[src/pkg/aps_pkg.sv]
package aps_pkg;

  // ***************************************************************
  // Register map (APB byte addresses)
  // ***************************************************************
  localparam logic [7:0] ADDR_CTRL = 8'h00;
  localparam logic [7:0] ADDR_SSI_CFG = 8'h04;
  localparam logic [7:0] ADDR_WINDOW = 8'h08;
  localparam logic [7:0] ADDR_JOG_VEL = 8'h0C;
  localparam logic [7:0] ADDR_MAX_VEL = 8'h10;
  localparam logic [7:0] ADDR_STROKE = 8'h14;
  localparam logic [7:0] ADDR_DECEL = 8'h18;
  localparam logic [7:0] ADDR_EMERGENCY_OUTPUT_VALUE = 8'h1C;
  localparam logic [7:0] ADDR_GAIN = 8'h20;
  localparam logic [7:0] ADDR_STATUS = 8'h24;
  localparam logic [7:0] ADDR_ACT_POS = 8'h28;
  localparam logic [7:0] ADDR_CMD_POS = 8'h2C;

  // CTRL fields
  localparam int CTRL_ANA_FB = 0;
  localparam int CTRL_SPD_EXT = 1;
  localparam int CTRL_CUR_MODE = 2;
  localparam int CTRL_INVERT = 3;
  localparam int CTRL_NC_MODE = 4;
  localparam int CTRL_EMERGENCY_OUTPUT_VALUE_EN = 5;
  localparam int CTRL_GRAY = 6;

  // Field widths
  localparam int POS_W = 24;
  localparam int OUT_W = 16;
  localparam int ANA_W = 16;
  localparam int BITS_W = 5;

  // Reset values
  localparam logic [31:0] CTRL_RST = 32'h0000_0020;
  localparam logic [31:0] SSI_CFG_RST = 32'h0000_0018;
  localparam logic [31:0] WINDOW_RST = 32'h0000_0064;
  localparam logic [31:0] JOG_VEL_RST = 32'h0000_1000;
  localparam logic [31:0] MAX_VEL_RST = 32'h0000_7FFF;
  localparam logic [31:0] STROKE_RST = 32'h000F_4240;
  localparam logic [31:0] DECEL_RST = 32'h0000_03E8;
  localparam logic [31:0] EMERGENCY_OUTPUT_VALUE_RST = 32'h0000_0000;
  localparam logic [31:0] GAIN_RST = 32'h0000_0008;

  // Timing: SSI bit rate 150 kBaud, half period in pclk cycles
  localparam int CLK_HZ = 200_000_000;
  localparam int SSI_BAUD = 150_000;
  localparam int SSI_HALF_CYC = CLK_HZ / (2 * SSI_BAUD);
  localparam int SSI_MONO_CYC = 4 * SSI_HALF_CYC;
  localparam int SSI_TMO_CYC = 8 * SSI_HALF_CYC;
  localparam int SSI_CNT_W = 13;

  // Output scaling: full scale signed code, current 4..20 mA code
  localparam logic [OUT_W-1:0] MA4_CODE = 16'h3333;
  localparam logic [OUT_W-1:0] MA_SPAN_CODE = 16'hCCCC;
  localparam logic [ANA_W-1:0] CABLE_MIN = 16'h0800;
  localparam logic signed [OUT_W-1:0] OUT_MAX = 16'sh7FFF;
  localparam logic signed [OUT_W-1:0] OUT_MIN = -16'sh7FFF;

  typedef enum logic [1:0] {
    APS_IDLE = 2'b00,
    APS_CLK_LO = 2'b01,
    APS_CLK_HI = 2'b10,
    APS_MONO = 2'b11
  } aps_ssi_e;

  typedef enum logic [1:0] {
    APS_OFF = 2'b00,
    APS_HOLD = 2'b01,
    APS_JOG = 2'b10,
    APS_RUN = 2'b11
  } aps_mode_e;

  typedef struct packed {
    logic enable;
    logic start;
    logic jog_pos;
    logic jog_neg;
  } aps_din_s;

  typedef struct packed {
    logic signed [OUT_W-1:0] valve;
    logic [OUT_W-1:0] current;
    logic [OUT_W-1:0] monitor;
    logic current_mode;
    logic valve_active;
  } aps_aout_s;

endpackage : aps_pkg

[src/aps_axis_seq.sv]
// Summary of operation
// - Ready is high only while enable is on and feedback has no error.
// - In-position drops when position error exceeds the in-position window.
// - In-position is held low while start is off.
// - With start off, jog inputs move the axis at jog velocity.
// - On jog release, target takes the measured position and holds there.
// - With start on, target follows the analogue position command.
// - Start removed while moving: target is actual plus decel stroke ahead.
// - Enable initialises the controller and activates the valve output.
// - Enable copies measured position to target, closed loop begins.
// - Serial receiver has configurable bit count, Gray/binary, scaling.
// - Serial link is SSI at 150 kBaud.
// - Position counts are one micrometre per LSB.
// - Speed command is 0 to 100 percent of maximum velocity.
// - Position command is 0 to 100 percent of configured stroke.
// - Voltage mode maps signed full scale to signed output code.
// - Current mode maps minus..plus full scale onto 4..20 mA code.
// - CTRL_CUR_MODE selects current/voltage, CTRL_INVERT selects polarity.
// - Monitor output shows measured position scaled 0 to 10 V.
// - Analogue feedback may replace the serial sensor.
// - Velocity limit from internal setting or speed command.
// - Broken command cable and sensor fault are reported as errors.
// - Two control modes: stroke decel gain, or profile following.
// - On sensor failure the valve output is forced to the emergency value.
//
// The APB slave port and the register offsets are this design's own decisions.
module aps_axis_seq
  import aps_pkg::*;
(
  input wire logic pclk,
  input wire logic presetn,
  input wire logic psel,
  input wire logic penable,
  input wire logic pwrite,
  input wire logic [7:0] paddr,
  input wire logic [31:0] pwdata,
  output logic [31:0] prdata,
  output logic pready,
  output logic pslverr,
  input wire aps_din_s din,
  input wire logic [ANA_W-1:0] position_command_input,
  input wire logic [ANA_W-1:0] speed_cmd,
  input wire logic [ANA_W-1:0] ana_feedback,
  input wire logic ssi_data,
  output logic ssi_clk,
  output logic ready,
  output logic in_position,
  output aps_aout_s aout,
  output logic cmd_cable_err,
  output logic sensor_err
);

  // ***************************************************************
  // Register file
  // ***************************************************************
  logic [31:0] ctrl_r, ssi_cfg_r, window_r, jog_vel_r, max_vel_r;
  logic [31:0] stroke_r, decel_r, emergency_output_value_r, gain_r;
  logic [POS_W-1:0] act_pos_r, cmd_pos_r;
  aps_mode_e mode_r;
  logic wr_en;
  logic mapped;

  assign wr_en = psel && penable && pwrite;
  assign pready = 1'b1;

  always_comb
  begin
    mapped = 1'b1;
    prdata = 32'h0000_0000;
    unique case (paddr)
      ADDR_CTRL: prdata = ctrl_r;
      ADDR_SSI_CFG: prdata = ssi_cfg_r;
      ADDR_WINDOW: prdata = window_r;
      ADDR_JOG_VEL: prdata = jog_vel_r;
      ADDR_MAX_VEL: prdata = max_vel_r;
      ADDR_STROKE: prdata = stroke_r;
      ADDR_DECEL: prdata = decel_r;
      ADDR_EMERGENCY_OUTPUT_VALUE: prdata = emergency_output_value_r;
      ADDR_GAIN: prdata = gain_r;
      ADDR_STATUS: prdata = {26'h0, mode_r, cmd_cable_err, sensor_err, in_position, ready};
      ADDR_ACT_POS: prdata = {8'h00, act_pos_r};
      ADDR_CMD_POS: prdata = {8'h00, cmd_pos_r};
      default: mapped = 1'b0;
    endcase
  end

  // Unmapped addresses answer with an error, writes to them are dropped
  assign pslverr = psel && penable && !mapped;

  always_ff @(posedge pclk or negedge presetn)
  begin
    if (!presetn)
    begin
      ctrl_r <= CTRL_RST;
      ssi_cfg_r <= SSI_CFG_RST;
      window_r <= WINDOW_RST;
      jog_vel_r <= JOG_VEL_RST;
      max_vel_r <= MAX_VEL_RST;
      stroke_r <= STROKE_RST;
      decel_r <= DECEL_RST;
      emergency_output_value_r <= EMERGENCY_OUTPUT_VALUE_RST;
      gain_r <= GAIN_RST;
    end
    else if (wr_en)
    begin
      unique case (paddr)
        ADDR_CTRL: ctrl_r <= pwdata;
        ADDR_SSI_CFG: ssi_cfg_r <= pwdata;
        ADDR_WINDOW: window_r <= pwdata;
        ADDR_JOG_VEL: jog_vel_r <= pwdata;
        ADDR_MAX_VEL: max_vel_r <= pwdata;
        ADDR_STROKE: stroke_r <= pwdata;
        ADDR_DECEL: decel_r <= pwdata;
        ADDR_EMERGENCY_OUTPUT_VALUE: emergency_output_value_r <= pwdata;
        ADDR_GAIN: gain_r <= pwdata;
        default: ;
      endcase
    end
  end

  // ***************************************************************
  // Input synchronisers
  // ***************************************************************
  aps_din_s din_m, din_s;
  logic sdat_m, sdat_s;

  always_ff @(posedge pclk or negedge presetn)
  begin
    if (!presetn)
    begin
      din_m <= '0;
      din_s <= '0;
      sdat_m <= 1'b1;
      sdat_s <= 1'b1;
    end
    else
    begin
      din_m <= din;
      din_s <= din_m;
      sdat_m <= ssi_data;
      sdat_s <= sdat_m;
    end
  end

  // ***************************************************************
  // SSI master
  // ***************************************************************
  aps_ssi_e ssi_st_r;
  logic [SSI_CNT_W-1:0] tick_r;
  logic [BITS_W-1:0] bit_r;
  logic [POS_W-1:0] shift_r;
  logic [POS_W-1:0] raw_pos_r;
  logic frame_done_r;
  logic [SSI_CNT_W-1:0] idle_r;
  logic [BITS_W-1:0] nbits;
  logic half_tick;

  assign nbits = ssi_cfg_r[BITS_W-1:0];
  assign half_tick = (tick_r == SSI_CNT_W'(SSI_HALF_CYC - 1));

  always_ff @(posedge pclk or negedge presetn)
  begin
    if (!presetn)
    begin
      ssi_st_r <= APS_IDLE;
      tick_r <= '0;
      bit_r <= '0;
      shift_r <= '0;
      raw_pos_r <= '0;
      frame_done_r <= 1'b0;
      ssi_clk <= 1'b1;
    end
    else
    begin
      frame_done_r <= 1'b0;
      tick_r <= half_tick ? '0 : tick_r + 1'b1;
      unique case (ssi_st_r)
        APS_IDLE:
        begin
          ssi_clk <= 1'b1;
          if (half_tick)
          begin
            ssi_st_r <= APS_CLK_LO;
            bit_r <= nbits;
            shift_r <= '0;
            ssi_clk <= 1'b0;
          end
        end
        APS_CLK_LO:
          if (half_tick)
          begin
            ssi_clk <= 1'b1;
            ssi_st_r <= APS_CLK_HI;
          end
        APS_CLK_HI:
          if (half_tick)
          begin
            // Sensor shifts on rising edge; sample before next falling edge
            shift_r <= {shift_r[POS_W-2:0], sdat_s};
            bit_r <= bit_r - 1'b1;
            if (bit_r == BITS_W'(1))
            begin
              ssi_st_r <= APS_MONO;
              tick_r <= '0;
            end
            else
            begin
              ssi_clk <= 1'b0;
              ssi_st_r <= APS_CLK_LO;
            end
          end
        APS_MONO:
          // Clock rests high while the sensor monoflop times out
          if (tick_r == SSI_CNT_W'(SSI_MONO_CYC - 1))
          begin
            raw_pos_r <= shift_r;
            frame_done_r <= 1'b1;
            ssi_st_r <= APS_IDLE;
            tick_r <= '0;
          end
          else
            tick_r <= tick_r + 1'b1;
        default: ssi_st_r <= APS_IDLE;
      endcase
    end
  end

  // Gray decode per bit: each bit is xor of that bit and all higher bits
  logic [POS_W-1:0] gray_bin;
  genvar g;
  generate
    for (g = 0; g < POS_W; g++)
    begin : g_gray
      assign gray_bin[g] = ^(raw_pos_r >> g);
    end
  endgenerate

  // Sensor fault: line low through the rest phases; counting pauses in frames, so zero data is no fault
  always_ff @(posedge pclk or negedge presetn)
  begin
    if (!presetn)
      idle_r <= '0;
    else if (sdat_s && ssi_st_r inside {APS_IDLE, APS_MONO})
      idle_r <= '0;
    else if (idle_r != SSI_CNT_W'(SSI_TMO_CYC) && ssi_st_r inside {APS_IDLE, APS_MONO})
      idle_r <= idle_r + 1'b1;
  end

  // ***************************************************************
  // Actual position and errors
  // ***************************************************************
  logic [POS_W-1:0] ser_pos, ana_pos, cmd_target;
  logic [POS_W+ANA_W-1:0] ana_prod, cmd_prod;

  // Resolution scaling is a right shift from SSI_CFG[12:8]; 1 um per LSB
  assign ser_pos = (ctrl_r[CTRL_GRAY] ? gray_bin : raw_pos_r) >> ssi_cfg_r[12:8];
  assign ana_prod = stroke_r[POS_W-1:0] * ana_feedback;
  assign ana_pos = ana_prod[POS_W+ANA_W-1:ANA_W];
  assign cmd_prod = stroke_r[POS_W-1:0] * position_command_input;
  assign cmd_target = cmd_prod[POS_W+ANA_W-1:ANA_W];

  always_ff @(posedge pclk or negedge presetn)
  begin
    if (!presetn)
    begin
      act_pos_r <= '0;
      sensor_err <= 1'b0;
      cmd_cable_err <= 1'b0;
    end
    else
    begin
      if (ctrl_r[CTRL_ANA_FB])
        act_pos_r <= ana_pos;
      else if (frame_done_r)
        act_pos_r <= ser_pos;
      sensor_err <= ctrl_r[CTRL_ANA_FB] ? (ana_feedback < CABLE_MIN)
                  : (idle_r == SSI_CNT_W'(SSI_TMO_CYC));
      cmd_cable_err <= din_s.start && (position_command_input < CABLE_MIN);
    end
  end

  // ***************************************************************
  // Sequencer
  // ***************************************************************
  logic signed [POS_W:0] pos_err;
  logic [POS_W-1:0] abs_err;
  logic jog_any, moving;
  logic signed [OUT_W-1:0] ctl_out_r;

  assign pos_err = $signed({1'b0, cmd_pos_r}) - $signed({1'b0, act_pos_r});
  assign abs_err = pos_err[POS_W] ? POS_W'(-pos_err) : pos_err[POS_W-1:0];
  assign jog_any = din_s.jog_pos ^ din_s.jog_neg;
  assign moving = (ctl_out_r != '0);

  always_ff @(posedge pclk or negedge presetn)
  begin
    if (!presetn)
    begin
      mode_r <= APS_OFF;
      cmd_pos_r <= '0;
    end
    else if (!din_s.enable || sensor_err)
      mode_r <= APS_OFF;
    else
    begin
      unique case (mode_r)
        APS_OFF:
        begin
          cmd_pos_r <= act_pos_r;
          mode_r <= APS_HOLD;
        end
        APS_HOLD:
          if (din_s.start)
            mode_r <= APS_RUN;
          else if (jog_any)
            mode_r <= APS_JOG;
        APS_JOG:
          if (din_s.start || !jog_any)
          begin
            cmd_pos_r <= act_pos_r;
            mode_r <= din_s.start ? APS_RUN : APS_HOLD;
          end
        APS_RUN:
          if (din_s.start)
            cmd_pos_r <= cmd_target;
          else
          begin
            if (moving)
              cmd_pos_r <= ctl_out_r[OUT_W-1] ? act_pos_r - decel_r[POS_W-1:0]
                                              : act_pos_r + decel_r[POS_W-1:0];
            else
              cmd_pos_r <= act_pos_r;
            mode_r <= APS_HOLD;
          end
        default: mode_r <= APS_OFF;
      endcase
    end
  end

  // ***************************************************************
  // Control law and velocity limit
  // ***************************************************************
  logic [OUT_W-1:0] vlim;
  logic [OUT_W+ANA_W-1:0] spd_prod;
  logic signed [POS_W+8:0] p_term;
  logic signed [POS_W+8:0] p_sdd;
  logic signed [OUT_W-1:0] p_clip;

  assign spd_prod = max_vel_r[OUT_W-1:0] * speed_cmd;
  assign vlim = ctrl_r[CTRL_SPD_EXT] ? spd_prod[OUT_W+ANA_W-1:ANA_W]
              : max_vel_r[OUT_W-1:0];
  // Stroke decel: gain doubles once error falls inside the decel stroke
  assign p_term = $signed({{8{pos_err[POS_W]}}, pos_err}) * $signed({1'b0, gain_r[7:0]});
  assign p_sdd = (abs_err < decel_r[POS_W-1:0]) ? (p_term <<< 1) : p_term;

  always_comb
  begin
    p_clip = ctrl_r[CTRL_NC_MODE] ? OUT_W'(p_term) : OUT_W'(p_sdd);
    if ((ctrl_r[CTRL_NC_MODE] ? p_term : p_sdd) > $signed({1'b0, vlim}))
      p_clip = $signed(vlim);
    else if ((ctrl_r[CTRL_NC_MODE] ? p_term : p_sdd) < -$signed({1'b0, vlim}))
      p_clip = -$signed(vlim);
  end

  always_ff @(posedge pclk or negedge presetn)
  begin
    if (!presetn)
      ctl_out_r <= '0;
    else
    begin
      unique case (mode_r)
        APS_OFF: ctl_out_r <= ctrl_r[CTRL_EMERGENCY_OUTPUT_VALUE_EN] ? emergency_output_value_r[OUT_W-1:0] : '0;
        APS_JOG: ctl_out_r <= din_s.jog_pos ? $signed(jog_vel_r[OUT_W-1:0])
                                            : -$signed(jog_vel_r[OUT_W-1:0]);
        default: ctl_out_r <= p_clip;
      endcase
    end
  end

  // ***************************************************************
  // Outputs
  // ***************************************************************
  logic signed [OUT_W-1:0] pol_out;
  logic [OUT_W+OUT_W-1:0] ma_prod;
  logic [POS_W+OUT_W-1:0] mon_prod;

  assign pol_out = ctrl_r[CTRL_INVERT] ? -ctl_out_r : ctl_out_r;
  // Offset binary of the signed command spans 4..20 mA
  assign ma_prod = ({~pol_out[OUT_W-1], pol_out[OUT_W-2:0]}) * MA_SPAN_CODE;
  assign mon_prod = act_pos_r * {OUT_W{1'b1}};

  always_ff @(posedge pclk or negedge presetn)
  begin
    if (!presetn)
    begin
      aout <= '0;
      ready <= 1'b0;
      in_position <= 1'b0;
    end
    else
    begin
      aout.valve <= pol_out;
      aout.current <= MA4_CODE + ma_prod[2*OUT_W-1:OUT_W];
      aout.current_mode <= ctrl_r[CTRL_CUR_MODE];
      // Monitor maps the full 24-bit position range, not stroke, via 24-bit truncation
      aout.monitor <= mon_prod[POS_W+OUT_W-1:POS_W];
      aout.valve_active <= din_s.enable && (mode_r != APS_OFF || ctrl_r[CTRL_EMERGENCY_OUTPUT_VALUE_EN]);
      ready <= din_s.enable && !sensor_err;
      in_position <= din_s.start && (mode_r == APS_RUN)
                   && (abs_err <= window_r[POS_W-1:0]);
    end
  end

endmodule : aps_axis_seq

[config.mk]
export PLATFORM = sky130hd
export DESIGN_NAME = aps_axis_seq
export DESIGN_NICKNAME = d
export VERILOG_FILES = /design/src/pkg/aps_pkg.sv /design/src/aps_axis_seq.sv
export SDC_FILE = /design/constraint.sdc
export NUM_CORES = 2
export LEC_CHECK = 0
export BUFFER_PORTS_ARGS = -buffer_cell sky130_fd_sc_hd__buf_4
export CAP_MARGIN = 10
export CORE_AREA = 2 2 450 452
export CTS_BUF_LIST = sky130_fd_sc_hd__clkbuf_4 sky130_fd_sc_hd__clkbuf_8
export CTS_CLUSTER_SIZE = 25
export DETAILED_ROUTE_END_ITERATION = 6
export DIE_AREA = 0 0 452 454
export GPL_TIMING_DRIVEN = 0
export PLACE_DENSITY_LB_ADDON = 0.2
export SETUP_SLACK_MARGIN = 0.2
export SKIP_LAST_GASP = 1
export SLEW_MARGIN = 20
export SYNTH_ARGS = -nofsm -noshare
export SYNTH_HDL_FRONTEND = slang
export SYNTH_SLANG_ARGS = --single-unit
[constraint.sdc]
create_clock -name pclk -period 13.4 [get_ports pclk]
set_clock_uncertainty 0.15 [all_clocks]
set_input_delay 2.01 -clock pclk [delete_from_list [all_inputs] [get_ports pclk]]
set_output_delay 2.01 -clock pclk [all_outputs]
set_load 0.1 [all_outputs]
Word-level counts from Yosys, hierarchy flattened
Cells that the tools add are included.

Flip-flop bits (word level): 501. Word-level logic and storage cells: 222. Bits of input ports: 98. Output and inout bits: 89.

Add/subtract/negate cells: 12. Order comparisons: 6. Shift operators: 1. Eq/ne operators: 31. Multipliers: 6. Bitwise operators: 3. Reduce and logical (&&, ||, !) cells: 68. Muxes and demuxes: 55.

Operator list (count): XOR reduction 24 bit (24); case mux 32 bit (12 select lines) (1); two-way mux 24 bit (10); two-way mux 16 bit (7); multiplier 24 x 16 -> 40 bit (2); two-way mux 13 bit (6); case mux 24 bit (3 select lines) (1); two-way mux 33 bit (2); negator 16 bit (3); case mux 24 bit (2 select lines) (1); multiplier 24 x 16 -> 40 bit (second input constant) (1); > comparator 33 x 17 -> 1 bit (1); < comparator 33 bit (1); multiplier 25 x 9 -> 33 bit (1); negator 16 -> 33 bit (1); == test 8 x 5 -> 1 bit (second input constant) (4); == test 8 x 6 -> 1 bit (second input constant) (4); < comparator 16 x 12 -> 1 bit (second input constant) (2); multiplier 16 x 16 -> 32 bit (1); case mux 16 bit (2 select lines) (1); multiplier 16 x 14 -> 30 bit (second input constant) (1); adder 13 x 1 -> 13 bit (second input constant) (2); case mux 13 bit (2 select lines) (1); subtractor 24 x 24 -> 25 bit (1); other kinds (40) (103).

Depth between registers and ports, before layout
Word-level depth: 10. Gate-level depth with buffers: 50. Gate-level depth less buffers: 46.

Worst setup path before layout
OpenSTA, ideal clock, no wires.

Kind: input to register. Start point: input speed_cmd[1]. End point: register ctl_out_r[14]. Path buffers: 6. Required time: 13106 ps. Setup time: 144 ps. Arrival time: 11145 ps. Slack: 1960 ps. Cell stages on the path: 44. Cell sequence: clkbuf_1 -> nand2_1 -> fa_1 -> fa_1 -> fa_1 -> inv_1 -> fa_1 -> fa_1 -> inv_1 -> fa_1 -> inv_1 -> ha_1 -> a21oi_1 -> o31ai_1 -> a21oi_1 -> o41ai_2 -> a221o_1 -> buf_2 -> [... 8 more ...] -> or3_1 -> buf_2 -> nor3b_1 -> ha_1 -> a21o_1 -> a21o_1 -> a21oi_1 -> nor2b_1 -> o21ai_0 -> nand2b_1 -> a21oi_1 -> nor2b_1 -> o41ai_1 -> o211ai_1 -> clkbuf_1 -> clkbuf_1 -> a22oi_1 -> o221ai_1.

Cells in the longest elaborated chain, start to end: 7. Elaborated cells on any way between the ends: 9. Those cells by class: 2 x add/sub; 1 x mul; 2 x order compare; 4 x mux.

Ends and longest elaborated chain: from (decl) (line aps_axis_seq.sv:42) `input wire logic [ANA_W-1:0] speed_cmd,`; multiplier 16 x 16 -> 32 bit * (line aps_axis_seq.sv:349) `assign spd_prod = max_vel_r[OUT_W-1:0] * speed_cmd;`; two-way mux 16 bit * (line aps_axis_seq.sv:350) `assign vlim = ctrl_r[CTRL_SPD_EXT] ? spd_prod[OUT_W+ANA_W-1:ANA_W]`; negator 16 -> 33 bit (line aps_axis_seq.sv:361) `else if ((ctrl_r[CTRL_NC_MODE] ? p_term : p_sdd) < -$signed({1'b0, vlim}))`; < comparator 33 bit (line aps_axis_seq.sv:361); two-way mux 16 bit (line aps_axis_seq.sv:361); two-way mux 16 bit * (line aps_axis_seq.sv:359) `if ((ctrl_r[CTRL_NC_MODE] ? p_term : p_sdd) > $signed({1'b0, vlim}))`; case mux 16 bit (2 select lines) * (line aps_axis_seq.sv:371) `unique case (mode_r)`; to (signal assigned) (line aps_axis_seq.sv:372) `APS_OFF: ctl_out_r <= ctrl_r[CTRL_EMERGENCY_OUTPUT_VALUE_EN] ? emergency_output_value_r[OUT_W-1:0] : '0;`; to (signal assigned) (line aps_axis_seq.sv:373) `APS_JOG: ctl_out_r <= din_s.jog_pos ? $signed(jog_vel_r[OUT_W-1:0])`; to (signal assigned) (line aps_axis_seq.sv:375) `default: ctl_out_r <= p_clip;`; to (decl) (line aps_axis_seq.sv:288) `logic signed [OUT_W-1:0] ctl_out_r;`.

Every way passes the cells marked *; elsewhere a longest branch is shown, timed or not. A chain may end at the register's enable or synchronous reset.

Final worst setup path
Start point: input speed_cmd[3]. End point: register ctl_out_r[14].

The elaborated chain is that of the path after synthesis.

==> results.yml <==
route:
  routed-via-count: 62790
  wirelength_um: 264800
  drt_iter0_drc: 4918
  via_per_inst: 5.393
  ant_nets: 0
  first_pass_iters: 6
  detail_route.wl_per_cell_um: 22.74
  drc_errors: 0
final_layout:
  final_layout_size_suffix_gt1_frac: 0.09161
  final_area_um2: 87060
  final_util: 0.4334
  area_growth_pct: 9.015
  final_nets: 10960
  fillCellCount: 19750
  final_cell_mix: "1,517 x inv_1, 1,222 x fa_1, 1,178 x nand2_1, 770 x ha_1, 461 x dfrtp_1"
  mostFrequentLayoutCell: "inv_1"
  fin_cells: 11640
setup_path:
  cp_top_family: "adder cells"
  critPathRequiredTime_ns: 13.90
  critPathSlowestCell: "fa_1"
  crit_top_cell: "fa_1"
  worstPathBufferInverterCount: 11
  startpoint_type: "primary input"
  critPathMaxFanout: 10
  crit_arrival_ns: 13.10
  cp_slowest_stage_delay_ns: 0.58
  worstSetupEndpointType: "register"
  path_class: "primary input to register"
floorplan:
  die_h_um: 454
  fp-row-count: 165
  ios: 187
  core_area_um2: 200900
  initial_utilization: 0.3976
  die_w_um: 452
  die_area_um2: 205200
synth:
  synth-edff-count: 0
  ys.flop_type: "dfrtp_1"
  syn-cell-area_um2: 79860
  ys_seq_elements: 501
  synth.yosys.seq_area_share: 0.1576
  syn_nets: 10680
  yosys_warnings: 0
  synthDistinctLibCells: 101
  synth_cells: 8588
  synthArstFlopShare: 1.000
  avgSynthCellArea_um2: 9.299
run:
  maxCapViolCount: 0
sta:
  timing.fmax_mhz: 79.34
  grt_setup_unrepaired: "no"
  fin_crit_ns: 12.60
  fin_crit_sh: 0.9406
  tightest_slew_ns: 1.163
  slew_viol_final: 0
  relSlewSlack: 0.2248
  hold_viol: 0
  setup-violations-final: 0
cts:
  clk_root_buffer_cell: "clkbuf_8"
  cts_tree: "yes"
  cts.sinks: 501
  clk_pin_slew_ns: 0.05
  clk_latency_ns: 0.84
  clockBufferDepth: 3
  htreeDepth: 3
  post_cts_buffers: 0
  cts_buffers: 94
place:
  placed_cell_area_um2: 84790
  placedCellCount: 11450
  numPortBuffers: 182
  routabilityCongestion: 0.9527
  dp.final_hpwl_um: 219700
global_route:
  antenna_found_initial: 29
  grt_max_degree: 95
  grt_first_pass_wirelength_um: 401300
  grt_usage: 0.2580
  grt_overflow: 0
  grt_pass1_vias: 65300
min_path:
  holdCritPathClass: "register to register"
status:
  status: "complete, no violations"
worst reg2reg max path, delay by kind of cell, from the launching register on:
| kind | cells | cell delay (ns) |
|---|---|---|
| AOI/OAI and AO/OA | 14 | 3.12 |
| adders and majority gates | 9 | 3.83 |
| and+or+nand+nor | 10 | 1.81 |
| xor gates and xnor gates | 1 | 0.25 |
| DFF | 1 | 0.51 |
| buffers and inverters | 11 | 2.62 |
synth_stat cells (all sizes together), types with 14 or more instances:
master / number / share of area
nor3b: 14 / 0.0013
inv: 1519 / 0.071
nor3: 78 / 0.0049
a221oi: 58 / 0.0069
nand2b: 50 / 0.0039
o31ai: 24 / 0.0023
a211oi: 36 / 0.0034
a32oi: 18 / 0.0020
mux2: 346 / 0.049
nand2: 1178 / 0.055
ha: 770 / 0.12
o2111ai: 16 / 0.0018
or4: 14 / 0.0013
nand4: 50 / 0.0039
nand3: 99 / 0.0062
a22oi: 32 / 0.0030
a21boi: 19 / 0.0018
o22ai: 17 / 0.0013
a22o: 14 / 0.0015
nor2b: 60 / 0.0047
a21o: 82 / 0.0077
or3: 34 / 0.0027
mux2i: 75 / 0.0094
a21oi: 228 / 0.014
o21bai: 17 / 0.0016
fa: 1222 / 0.31
o21a: 50 / 0.0047
a222oi: 33 / 0.0041
dfrtp: 462 / 0.14
o211ai: 36 / 0.0034
a31oi: 43 / 0.0034
dfstp: 39 / 0.013
nor4: 18 / 0.0017
and3: 34 / 0.0027
xnor2: 189 / 0.021
buf: 40 / 0.0022
o21ai: 215 / 0.014
xor2: 85 / 0.0097
clkbuf: 361 / 0.017
and2: 460 / 0.036
or2: 15 / 0.0012
nor2: 263 / 0.012
cell type report:
cell class / instances / area (µm²) / area share
Clock inverter: 25 / 321.6 / 0.003693
Tap cell: 2672 / 3343 / 0.03840
Sequential cell: 501 / 12590 / 0.1446
Multi-Input combinational cell: 6164 / 60110 / 0.6904
Timing Repair Buffer: 190 / 1551 / 0.01782
Clock buffer: 153 / 1874 / 0.02153
Antenna cell: 19 / 47.55 / 0.0005461
Buffer: 396 / 1516 / 0.01742
Inverter: 1522 / 5713 / 0.06562
stage by stage:
stage | TNS (ns) | hold WS, ns | setup slack [ns]
3_3_place_gp | -0.2530 | 0.1884 | -0.1068
2_1_floorplan | 0 | 0.1812 | 1.960
4_1_cts | 0 | 0.1982 | 0.6339
6_report | 0 | 0.1968 | 0.7958
3_5_place_dp | -0.9024 | 0.1886 | -0.1751
5_1_grt | 0 | 0.2144 | 0.1988
kinds of logic (layout without fill, tap and decap cells):
group | after synthesis | in the layout | share of synthesized area
fa+ha+maj | 1992 | 1992 | 0.4270
compound gates | 1055 | 1055 | 0.09041
mux | 421 | 421 | 0.05819
simple gates | 2414 | 2414 | 0.1436
buf+inv | 1923 | 2286 | 0.09070
flops | 501 | 501 | 0.1576
xor+xnor | 281 | 281 | 0.03253
other cells | 1 | 20 | 0.00004696
metal layers:
| metal | routed length (µm) | track usage | vias to the layer above |
|---|---|---|---|
| met5 | 28 | 0 | - |
| met4 | 12810 | 0.1128 | 6 |
| met3 | 16630 | 0.03580 | 464 |
| met2 | 124600 | 0.4232 | 2052 |
| met1 | 110700 | 0.3402 | 32070 |
| li1 | - | - | 28200 |
final timing paths:
| path | from | to | slack [ns] | cells past startpoint |
|---|---|---|---|---|
| hold / removal | din_m[3]$_DFF_PN0_ | din_s[3]$_DFF_PN0_ | 0.20 | 0 |
| setup reg to reg | max_vel_r[9]$_DFFE_PN1P_ | ctl_out_r[14]$_DFF_PN0_ | 0.96 | 45 |
| hold reg to reg | din_m[3]$_DFF_PN0_ | din_s[3]$_DFF_PN0_ | 0.20 | 0 |
| setup / recovery | speed_cmd[3] | ctl_out_r[14]$_DFF_PN0_ | 0.80 | 45 |
| min in group asynchronous | presetn | aout[33]$_DFF_PN0_ | 0.96 | 1 |
| max in group asynchronous | presetn | act_pos_r[3]$_DFFE_PN0P_ | 10.30 | 4 |
sequential cells by signal, indices dropped and copies added (netlist names), 32 cells and up:
signal and cells:
ssi_cfg_r 32, max_vel_r 32, emergency_output_value_r 32, ctrl_r 32, decel_r 32, jog_vel_r 32
window_r 32, aout 50, gain_r 32, stroke_r 32
timing repair:
| action | 4_1_cts | 5_1_grt |
|---|---|---|
| hold buffers | 0 | 0 |
| gates resized for setup | 0 | 11 |
| setup endpoints to repair | 0 | 12 |
Power is left out: the tool's default activity adds up to more than one toggle a clock period on the data nets, which glitch-free logic cannot reach.
